==> config.mk <==
export PLATFORM = sky130hd
export DESIGN_NAME = tci_top
export DESIGN_NICKNAME = d
export VERILOG_FILES = /design/src/tci_pkg.sv /design/src/tci_chan.sv /design/src/tci_top.sv
export SDC_FILE = /design/constraint.sdc
export NUM_CORES = 1
export LEC_CHECK = 0
export BUFFER_PORTS_ARGS = -buffer_cell sky130_fd_sc_hd__buf_2
export CAP_MARGIN = 20
export CORE_MARGIN = 5
export CORE_UTILIZATION = 49
export CTS_CLUSTER_SIZE = 16
export DETAILED_ROUTE_END_ITERATION = 8
export PLACE_DENSITY = 0.81
export SKIP_LAST_GASP = 1
export SLEW_MARGIN = 20
export SYNTH_ARGS = -nofsm -noshare
export SYNTH_HDL_FRONTEND = slang
export SYNTH_SLANG_ARGS = --single-unit
==> constraint.sdc <==
create_clock -name aclk -period 3.2 [get_ports aclk]
set_input_delay 0.48 -clock aclk [delete_from_list [all_inputs] [get_ports aclk]]
set_output_delay 0.48 -clock aclk [all_outputs]
set_load 0.01 [all_outputs]
==> src/tci_pkg.sv <==
// Package of constants for the transmit cell insertion interrupt block
package tci_pkg;

  // Register indices as printed; byte address is four times the index
  localparam logic [15:0] IDX_BLK_STAT_HI = 16'h0012;
  localparam logic [15:0] IDX_BLK_STAT_LO = 16'h0013;
  localparam logic [15:0] IDX_BLK_EN_LO = 16'h0017;
  localparam logic [15:0] IDX_CH_INDICATOR = 16'h0122;
  // Per-channel registers sit at index 0xNF0B / 0xNF0F, N = channel + 1
  localparam logic [11:0] IDX_CH_STAT_LOW = 12'hF0B;
  localparam logic [11:0] IDX_CH_EN_LOW = 12'hF0F;
  localparam logic [3:0] CH_NIBBLE_FIRST = 4'h1;
  localparam logic [3:0] CH_NIBBLE_LAST = 4'h4;

  // Geometry
  localparam int CH_NUM = 4;
  localparam int SRC_NUM = 6;
  localparam int IDX_LSB = 2;
  localparam int IDX_MSB = 17;

  // Block enable / status byte 0 field positions
  localparam int BLK_RX_ATM_BIT = 7;
  localparam int BLK_RX_TOH_BIT = 6;
  localparam int BLK_RX_POH_BIT = 5;
  localparam int BLK_RX_PPP_BIT = 4;
  localparam int BLK_TX_ATM_BIT = 3;
  localparam int BLK_TX_PPP_BIT = 0;
  // Block status byte 1 field position
  localparam int BLK_OP_CTRL_BIT = 7;

  // Per-channel enable / status field positions
  localparam int CH_EXT_BIT = 5;
  localparam int CH_INS_BIT = 4;
  localparam int CH_EXT_OVF_BIT = 3;
  localparam int CH_INS_OVF_BIT = 2;
  localparam int CH_HEC_BIT = 1;
  localparam int CH_PAR_BIT = 0;

  // Writable bit masks and values after reset
  localparam logic [7:0] BLK_EN_RW_MASK = 8'hF9;
  localparam logic [7:0] BLK_EN_RST = 8'h00;
  localparam logic [5:0] CH_EN_RST = 6'h00;
  localparam logic [5:0] CH_ST_RST = 6'h00;

  // AXI responses
  localparam logic [1:0] RESP_OKAY = 2'h0;
  localparam logic [1:0] RESP_SLVERR = 2'h2;

endpackage

==> src/tci_chan.sv <==
// One transmit ATM channel: source enables, sticky clear-on-read status
`timescale 1ns/1ps
`default_nettype none

module tci_chan (
  // Clock and reset
  input wire logic aclk,
  input wire logic aresetn,
  // Event pulses, bit layout as the status register
  input wire logic [5:0] evt,
  // Register access
  input wire logic en_wr,
  input wire logic [5:0] en_wdata,
  input wire logic st_rd,
  output logic [7:0] en_rdata,
  output logic [7:0] st_rdata,
  // Enabled cause pending
  output logic chan_irq
);

  logic [5:0] en_q;
  logic [5:0] en_d;
  logic [5:0] st_q;
  logic [5:0] st_d;

  // Source enable register, bits 7:6 read as zero
  assign en_d = en_wr ? en_wdata : en_q;

  // Set wins over the read clear so an event in the read cycle survives
  assign st_d = (st_q & ~{6{st_rd}}) | evt;

  // Pending only when the cause is enabled at source level
  assign chan_irq = |(st_q & en_q);

  assign en_rdata = {2'h0, en_q};
  assign st_rdata = {2'h0, st_q};

  // State registers
  always_ff @(posedge aclk) begin
    if (!aresetn) begin
      en_q <= tci_pkg::CH_EN_RST;
      st_q <= tci_pkg::CH_ST_RST;
    end else begin
      en_q <= en_d;
      st_q <= st_d;
    end
  end

endmodule

`default_nettype wire

==> src/tci_top.sv <==
// Transmit ATM interrupt enable/status block with AXI4-Lite register slave
//
// The AXI4-Lite interface to the registers was left to the implementer.
`timescale 1ns/1ps
`default_nettype none

module tci_top (
  // Clock and reset
  input wire logic aclk,
  input wire logic aresetn,
  // AXI4-Lite write address
  input wire logic awvalid,
  output logic awready,
  input wire logic [31:0] awaddr,
  input wire logic [2:0] awprot,
  // AXI4-Lite write data
  input wire logic wvalid,
  output logic wready,
  input wire logic [31:0] wdata,
  input wire logic [3:0] wstrb,
  // AXI4-Lite write response
  output logic bvalid,
  input wire logic bready,
  output logic [1:0] bresp,
  // AXI4-Lite read address
  input wire logic arvalid,
  output logic arready,
  input wire logic [31:0] araddr,
  input wire logic [2:0] arprot,
  // AXI4-Lite read data
  output logic rvalid,
  input wire logic rready,
  output logic [31:0] rdata,
  output logic [1:0] rresp,
  // Per-channel event pulses from the cell processor, bit n for channel n
  input wire logic [3:0] ext_evt,
  input wire logic [3:0] ins_evt,
  input wire logic [3:0] ext_ovf_evt,
  input wire logic [3:0] ins_ovf_evt,
  input wire logic [3:0] hec_err_evt,
  input wire logic [3:0] par_err_evt,
  // Status levels of the neighbouring blocks, same clock
  input wire logic op_ctrl_irq,
  input wire logic [4:0] other_blk_irq,
  // Interrupt to the processor
  output logic irq
);

  // Write channel holding registers
  logic aw_held_q;
  logic [15:0] aw_idx_q;
  logic w_held_q;
  logic [7:0] wbyte_q;
  logic wlane_q;
  logic bvalid_q;
  logic [1:0] bresp_q;
  // Read channel registers
  logic rvalid_q;
  logic [31:0] rdata_q;
  logic [1:0] rresp_q;
  // Block enable byte 0
  logic [7:0] blk_en_q;
  logic [7:0] blk_en_d;
  // Interrupt output register
  logic irq_q;

  // Bus handshake terms
  wire aw_take;
  wire w_take;
  wire do_wr;
  wire ar_take;
  wire [15:0] ar_idx;
  // Write decode
  wire wr_blk_en;
  wire wr_ch_hit;
  wire wr_ch_en;
  wire [3:0] wr_ch_nib;
  wire [1:0] wr_ch_sel;
  wire wr_mapped;
  wire wr_ok;
  // Read decode
  wire rd_ch_hit;
  wire [3:0] rd_ch_nib;
  wire [1:0] rd_ch_sel;
  wire rd_ch_st;
  wire rd_ch_en;
  wire rd_blk_hi;
  wire rd_blk_lo;
  wire rd_blk_en;
  wire rd_ind;
  wire rd_mapped;
  wire [7:0] rd_byte;
  // Channel results
  wire [3:0] chan_irq;
  wire [7:0] ch_en_rd [tci_pkg::CH_NUM];
  wire [7:0] ch_st_rd [tci_pkg::CH_NUM];
  // Block level status
  wire tx_atm_src;
  wire [7:0] blk_stat_lo;
  wire [7:0] blk_stat_hi;
  wire [7:0] ch_indicator;
  wire irq_d;

  // Handshakes: one write and one read at a time
  assign awready = !aw_held_q && !bvalid_q;
  assign wready = !w_held_q && !bvalid_q;
  assign aw_take = awvalid && awready;
  assign w_take = wvalid && wready;
  assign do_wr = aw_held_q && w_held_q;
  assign arready = !rvalid_q;
  assign ar_take = arvalid && arready;
  assign ar_idx = araddr[tci_pkg::IDX_MSB:tci_pkg::IDX_LSB];
  assign bvalid = bvalid_q;
  assign bresp = bresp_q;
  assign rvalid = rvalid_q;
  assign rdata = rdata_q;
  assign rresp = rresp_q;

  // Write decode on the held address
  assign wr_ch_nib = aw_idx_q[15:12];
  assign wr_ch_hit = (wr_ch_nib >= tci_pkg::CH_NIBBLE_FIRST)
                     && (wr_ch_nib <= tci_pkg::CH_NIBBLE_LAST);
  assign wr_ch_sel = 2'(wr_ch_nib - tci_pkg::CH_NIBBLE_FIRST);
  assign wr_blk_en = aw_idx_q == tci_pkg::IDX_BLK_EN_LO;
  assign wr_ch_en = wr_ch_hit && (aw_idx_q[11:0] == tci_pkg::IDX_CH_EN_LOW);
  // Read-only registers accept a write silently with OKAY
  assign wr_mapped = wr_blk_en || wr_ch_en
                     || (aw_idx_q == tci_pkg::IDX_BLK_STAT_HI)
                     || (aw_idx_q == tci_pkg::IDX_BLK_STAT_LO)
                     || (aw_idx_q == tci_pkg::IDX_CH_INDICATOR)
                     || (wr_ch_hit && (aw_idx_q[11:0] == tci_pkg::IDX_CH_STAT_LOW));
  // Only byte lane 0 carries register data
  assign wr_ok = do_wr && wlane_q;

  // Read decode on the offered address
  assign rd_ch_nib = ar_idx[15:12];
  assign rd_ch_hit = (rd_ch_nib >= tci_pkg::CH_NIBBLE_FIRST)
                     && (rd_ch_nib <= tci_pkg::CH_NIBBLE_LAST);
  assign rd_ch_sel = 2'(rd_ch_nib - tci_pkg::CH_NIBBLE_FIRST);
  assign rd_ch_st = rd_ch_hit && (ar_idx[11:0] == tci_pkg::IDX_CH_STAT_LOW);
  assign rd_ch_en = rd_ch_hit && (ar_idx[11:0] == tci_pkg::IDX_CH_EN_LOW);
  assign rd_blk_hi = ar_idx == tci_pkg::IDX_BLK_STAT_HI;
  assign rd_blk_lo = ar_idx == tci_pkg::IDX_BLK_STAT_LO;
  assign rd_blk_en = ar_idx == tci_pkg::IDX_BLK_EN_LO;
  assign rd_ind = ar_idx == tci_pkg::IDX_CH_INDICATOR;
  assign rd_mapped = rd_ch_st || rd_ch_en || rd_blk_hi || rd_blk_lo || rd_blk_en || rd_ind;

  // Read data selection; unmapped reads return zero
  assign rd_byte = rd_ch_st ? ch_st_rd[rd_ch_sel] :
                   rd_ch_en ? ch_en_rd[rd_ch_sel] :
                   rd_blk_hi ? blk_stat_hi :
                   rd_blk_lo ? blk_stat_lo :
                   rd_blk_en ? blk_en_q :
                   rd_ind ? ch_indicator : 8'h00;

  // One status/enable unit per channel
  genvar gi;
  generate
    for (gi = 0; gi < tci_pkg::CH_NUM; gi = gi + 1) begin : g_ch
      wire [5:0] evt;
      wire en_wr;
      wire st_rd;
      // Insertion pulse marks a cell sent and room freed in the buffer
      assign evt = {ext_evt[gi], ins_evt[gi], ext_ovf_evt[gi],
                    ins_ovf_evt[gi], hec_err_evt[gi], par_err_evt[gi]};
      assign en_wr = wr_ok && wr_ch_en && (wr_ch_sel == 2'(gi));
      // Clear fires on the accepting edge, so data captured shows old bits
      assign st_rd = ar_take && rd_ch_st && (rd_ch_sel == 2'(gi));
      tci_chan u_chan (
        .aclk(aclk),
        .aresetn(aresetn),
        .evt(evt),
        .en_wr(en_wr),
        .en_wdata(wbyte_q[5:0]),
        .st_rd(st_rd),
        .en_rdata(ch_en_rd[gi]),
        .st_rdata(ch_st_rd[gi]),
        .chan_irq(chan_irq[gi])
      );
    end
  endgenerate

  // Channel indicator, bit n for channel n
  assign ch_indicator = {4'h0, chan_irq};

  // Transmit ATM is a source while any channel has an enabled cause
  assign tx_atm_src = |chan_irq;

  // Status byte 0 mirrors the enable layout; bits 2 and 1 stay zero
  assign blk_stat_lo = {other_blk_irq[4:1], tx_atm_src, 2'h0, other_blk_irq[0]};
  // Status byte 1 carries only the operation control flag
  assign blk_stat_hi = {op_ctrl_irq, 7'h00};

  // Writable bits only; unused bits 2 and 1 keep reading zero
  assign blk_en_d = wr_ok && wr_blk_en ? (wbyte_q & tci_pkg::BLK_EN_RW_MASK) : blk_en_q;

  // Both gates needed: block level here, source level inside each channel
  assign irq_d = |(blk_stat_lo & blk_en_q);
  assign irq = irq_q;

  // Write address capture
  always_ff @(posedge aclk) begin
    if (!aresetn) begin
      aw_held_q <= 1'b0;
      aw_idx_q <= 16'h0000;
    end else if (aw_take) begin
      aw_held_q <= 1'b1;
      aw_idx_q <= awaddr[tci_pkg::IDX_MSB:tci_pkg::IDX_LSB];
    end else if (do_wr) begin
      aw_held_q <= 1'b0;
    end
  end

  // Write data capture, address and data may come in either order
  always_ff @(posedge aclk) begin
    if (!aresetn) begin
      w_held_q <= 1'b0;
      wbyte_q <= 8'h00;
      wlane_q <= 1'b0;
    end else if (w_take) begin
      w_held_q <= 1'b1;
      wbyte_q <= wdata[7:0];
      wlane_q <= wstrb[0];
    end else if (do_wr) begin
      w_held_q <= 1'b0;
    end
  end

  // Write response raised on the same edge as the register update
  always_ff @(posedge aclk) begin
    if (!aresetn) begin
      bvalid_q <= 1'b0;
      bresp_q <= tci_pkg::RESP_OKAY;
    end else if (do_wr) begin
      bvalid_q <= 1'b1;
      bresp_q <= wr_mapped ? tci_pkg::RESP_OKAY : tci_pkg::RESP_SLVERR;
    end else if (bready) begin
      bvalid_q <= 1'b0;
    end
  end

  // Read data registered at the accepting edge
  always_ff @(posedge aclk) begin
    if (!aresetn) begin
      rvalid_q <= 1'b0;
      rdata_q <= 32'h0000_0000;
      rresp_q <= tci_pkg::RESP_OKAY;
    end else if (ar_take) begin
      rvalid_q <= 1'b1;
      rdata_q <= {24'h000000, rd_byte};
      rresp_q <= rd_mapped ? tci_pkg::RESP_OKAY : tci_pkg::RESP_SLVERR;
    end else if (rready) begin
      rvalid_q <= 1'b0;
    end
  end

  // Block enable and interrupt registers
  always_ff @(posedge aclk) begin
    if (!aresetn) begin
      blk_en_q <= tci_pkg::BLK_EN_RST;
      irq_q <= 1'b0;
    end else begin
      blk_en_q <= blk_en_d;
      irq_q <= irq_d;
    end
  end

endmodule

`default_nettype wire

======== Word level (Yosys, flattened, before mapping) ========
Cells that the tools add are included.
storage, ports and cells
  register bits after elaboration ......... 96
  output and inout port bits .............. 42
  bits of input ports ..................... 143
operators by class
  mux-type cells .......................... 21
  reductions and logical operators ........ 50
  equality and inequality tests ........... 18
  order comparisons ....................... 5
  bitwise logic cells ..................... 18
  $add $sub $neg .......................... 2
operator list
  cell                    count
  $eq A16 B5 Y1 const B   6
  $mux W8                 9
  $and A6 B6 Y6           8
  $eq A12 B12 Y1 const B  4
  $bmux W8 S2             2
  $eq A16 B9 Y1 const B   2
  $logic_and A1 B1 Y1     24
  $not A6 Y6              4
  $or A6 B6 Y6            4
  $reduce_or A24 Y1       1
  $reduce_or A6 Y1        4
  $logic_or A1 B1 Y1      10
  $and A8 B8 Y8           1
  $eq A2 B2 Y1 const B    4
  $ge A4 B1 Y1 const B    2
  $le A4 B3 Y1 const B    2
  $reduce_bool A2 Y1      4
  $reduce_or A8 Y1        1
  $mux W1                 7
  $eq A2 B1 Y1 const B    2
  $logic_not A1 Y1        4
  $logic_not A2 Y1        2
  $mux W2                 2
  $mux W4                 1
  3 further kinds         4

======== Longest topological paths before layout ========
  depth in word-level cells ............... 9
  mapped depth ............................ 10
  gate-level depth less buffers ........... 7

======== By module ========
From an unflattened synthesis, not the netlist that was laid out.
unflattened totals
  cells, all modules ...................... 517
  area total of the unflattened synthesis .. 4938.5 µm²
modules (own cells, without submodules)
  module    cells each  area an instance (µm²)  times used
  tci_top   329         2946.6                  1
  tci_chan  47          498.0                   4

======== Worst setup path after synthesis ========
Ideal clock, no wire load.
  path type ............................... input to register
  from .................................... in araddr[14]
  to ...................................... reg g_ch[0].u_chan.st_q[5]
  stages .................................. 10
  required time ........................... 3.071 ns
  setup slack ............................. 0.835 ns
  arrival ................................. 2.236 ns
  path buffers ............................ 4
  cell sequence ........................... buf_2 > inv_1 > ha_1 > buf_2 > mux2_2 > or3_1 > buf_6 > nor2_8 > buf_6 > a31oi_1
between the ends
  word-level cells in the longest chain between the ends .. 8
ends and longest elaborated chain
  element                                              RTL line                        RTL
  from (decl)                                          tci_top.sv:28                   input wire logic [31:0] araddr,
  $ge A4 B1 Y1 / $le A4 B3 Y1 (equally long branches)  tci_top.sv:137, tci_top.sv:138
  $logic_and A1 B1 Y1                                  tci_top.sv:138                  && (rd_ch_nib <= tci_pkg::CH_NIBBLE_LAST);
  $logic_and A1 B1 Y1                                  tci_top.sv:140                  assign rd_ch_st = rd_ch_hit && (ar_idx[11:0] == tci_pkg::IDX_CH_STAT_LOW);
  $logic_and A1 B1 Y1                                  tci_top.sv:168                  assign st_rd = ar_take && rd_ch_st && (rd_ch_sel == 2'(gi));
  $logic_and A1 B1 Y1 *                                tci_top.sv:168
  $not A6 Y6 *                                         tci_chan.sv:30                  assign st_d = (st_q & ~{6{st_rd}}) | evt;
  $and A6 B6 Y6 *                                      tci_chan.sv:30
  $or A6 B6 Y6 *                                       tci_chan.sv:30
  to (signal assigned)                                 tci_chan.sv:42                  st_q <= tci_pkg::CH_ST_RST;
  to (signal assigned)                                 tci_chan.sv:45                  st_q <= st_d;
  to (decl)                                            tci_chan.sv:23                  logic [5:0] st_q;
Mark *: on every way between the ends. The rest lies on a longest branch, timed or not.
A chain may end at the register's enable or synchronous reset.

======== Worst setup path in the final report ========
  from .................................... in araddr[15]
  to ...................................... reg g_ch[0].u_chan.st_q[2]
Same word-level chain as after synthesis.

==> results by group <==
Status
  • Status: finished, final reports clean

Critical path
  • R2r setup slk: 1.25 ns
  • Worst R2R End: g_ch[1].u_chan.en_q[3]
  • Crit-path max FO: 24
  • Worst path required time: 3.44 ns
  • Crit. End Element: register
  • Startpoint Class: input port
  • CP Class: input port to register
  • Worst reg2reg path depth: 5
  • Data arrival, critical path: 2.47 ns
  • RR Startpoint: aw_idx_q[6]

Timing
  • Peak Freq: approximately 450 MHz
  • Slew Limit Fails: 0
  • Clk_skew: 0.00593 ns
  • Slew @ Worst Pin: 0.835 ns
  • Worst setup margin: 0.966 ns
  • Fin crit period: about 2.2 ns
  • RSZ-0062 raised after global routing: false
  • Endpoints failing hold: 0
  • Final setup fails: 0
  • Tcrit/Tclk final: 69.8%
  • Worst hold slack: 0.306 ns
  • Slew headroom: ~44%
  • Setup_tns: 0 ns

Finish
  • Share of layout cells above drive strength 1: 22.0%
  • Nets: 757
  • Fin cells: roughly 740
  • Commonest non-fill, non-tap cell in the layout: dfxtp_1
  • Most frequent cells in the layout: 94 x dfxtp_1, 93 x buf_2, 77 x nand2_1
  • Final instance area: 5310 sq um
  • Ant diodes: 0
  • Util after Layout: 57.4%
  • Area Growth Syn to Fin: 14.3%

Clock tree
  • Total CTS buffers: 9
  • H-Tree Level Count: 3
  • CTS Hold Buffers Added: 0
  • Worst-path clk slew: about 0.09 ns
  • Worst-Skew Late Latency: ~0.36 ns
  • CTS root buffer: clkbuf_8
  • Clk sinks: 94
  • CTS tree: yes
  • Clock Tree Buf Depth: 2
  • # resized after CTS: 0
  • Postcts setup bufs: 0

Logic synthesis
  • Top cell type by total area after synthesis: dfxtp_1
  • Synth Flop Type: dfxtp_1
  • Mapped cell area: approximately 4600 sq um
  • Yosys reg bits: 94
  • Cells after Synth: 526
  • Part of the Yosys area used for sequential elements: 40.5%
  • Area fraction of the dominant cell type after synthesis: between 40% and 50%
  • Post-synth EDFFs: 0
  • Syn avg cell area: ~8.8 sq um
  • Async S/R FF share, synth: 0%
  • Library cells used by synthesis: 50
  • Largest cells by area after synthesis: dfxtp_1 41%, mux2i_1 6.9%, nand2_1 6.2%
  • Yosys warning total: 0

Floorplanning
  • Die area: around 12,000 sq um
  • Starting density of the core: 50.3%
  • Cell Rows: 35
  • DIE HEIGHT: ~110 um
  • I/O pin count: 185
  • Horiz. Die Dim: between 100 and 150 um
  • Core Region: a little over 9000 sq um

Pwr
  • Power Total: 2.43 mW
  • Clock share of power: a little over a third
  • Power share of the combinational group: 11.6%
  • Worst-case vdd ir drop: 231 uV
  • Cell Int Power: 1.80 mW
  • Part of the power in registers: about 52%
  • Sw Ratio: 25.8%
  • Leak: 2.23 nW
  • Sw Pwr: roughly 0.63 mW
  • PD cells: 457 nW/um^2

Placement
  • Inst Count DP: 728
  • Placement Cell Area: 5080 sq um
  • Gpl congestion: ~0.92
  • Post-Place Worst Slack: 0.583 ns
  • Number of port buffers: 93
  • HPWL Detailed: 9310 um

Route
  • Iter 0 DRT Violations: 419
  • Final WL: 12,000 um
  • TritonRoute pass-1 iters: 5
  • Post-route ant nets: 0
  • Routed vias/inst: 5.47
  • Routed wire per std cell: 16.1 um
  • DRC viols: 0
  • Vias: 4,073

Worst hold path
  • Hold Path Origin: rready
  • Worst min-delay path category: input port to register
  • Destination of the worst hold path: rvalid
  • Worst Hold Depth: 2

GRT
  • Vias in the first global route: approximately 3,900
  • Initial antenna violation count: 0
  • Pin count of the biggest net entering global routing: just over 50
  • Residual overflow from global routing: 0
  • First-pass GRT wire length: 18,900 um
  • Total track usage: between 20% and 30%

Job
  • Max capacitance violation total: 0
[critical path: stages]
cell,delay [ns]
buf_2,0.12
inv_1,0.08
ha_1,0.34
nor2_1,0.09
mux2_2,0.35
or3_1,0.51
nor2_8,0.35
a31oi_1,0.14
[kinds of logic after synthesis]
kind of cell / synth area share, %
other: 0.0808
buffers and inverters: 9.40
and+or+nand+nor: 20.5
DFF: 40.5
adders and majority gates: 1.08
muxes: 13.0
AOI/OAI and AO/OA: 15.4
[final cells by class]
class	instances	area, sq um
Clock buffer	11	141
Fill cell	837	3930
Inverter	34	128
Tap cell	129	161
Multi-Input combinational cell	374	2420
Sequential cell	94	1880
Timing Repair Buffer	97	495
Clock inverter	5	81.3
[metal layers]
layer | global-route usage (%) | wire length, um | vias to the layer above
met5 | 0 | 0 | -
met4 | 6.94 | 217 | 0
met3 | 4.20 | 984 | 23
met2 | 34.5 | 5750 | 178
met1 | 26.0 | 5060 | 1883
li1 | - | - | 1989
[state kept, by name, summed over array words and instances, names as in the netlist]
register and cells:
w_held_q 1, blk_en_q 6, wbyte_q 8, rresp 1
wlane_q 1, aw_held_q 1, bresp 1, aw_idx_q 16
rvalid 1, bvalid 1, g_ch.u_chan.st_q 24, irq 1
rdata 8, g_ch.u_chan.en_q 24
[synth_stat cells (4+ instances only)]
| library cell | count |
|---|---|
| nand3_1 | 8 |
| nor3_1 | 11 |
| mux2i_1 | 32 |
| nand2b_1 | 6 |
| buf_2 | 4 |
| nor4_1 | 5 |
| nand2_1 | 77 |
| a31oi_1 | 25 |
| inv_1 | 33 |
| ha_1 | 4 |
| nor2_1 | 34 |
| clkbuf_1 | 16 |
| buf_4 | 26 |
| dfxtp_1 | 94 |
| o21ai_0 | 30 |
| a22oi_1 | 13 |
| nand3b_1 | 4 |
| a21oi_1 | 37 |
| mux4_2 | 12 |
[worst max path at each step]
| stage | start | endpoint | cells after the start | slack (ns) |
|---|---|---|---|---|
| floorplan | araddr[14] | g_ch[0].u_chan.st_q[5] | 10 | 0.83 |
| global placement | araddr[14] | rdata[4] | 7 | 0.61 |
| detailed placement | araddr[15] | rdata[3] | 7 | 0.58 |
| CTS | araddr[15] | rdata[3] | 7 | 0.96 |
| global route | araddr[15] | rdata[3] | 7 | 0.82 |
| finish | araddr[15] | g_ch[0].u_chan.st_q[2] | 8 | 0.97 |
[power by group through the flow]
stage / registers, mW / logic (mW) / clock network, mW
5_1_grt: 1.28 / 0.313 / 0.935
2_1_floorplan: 1.28 / 0.204 / 0
3_3_place_gp: 1.29 / 0.269 / 0
3_5_place_dp: 1.30 / 0.281 / 0
4_1_cts: 1.27 / 0.282 / 0.883
6_report: 1.27 / 0.283 / 0.875
Note: power is estimated with default switching activity, not from simulation.
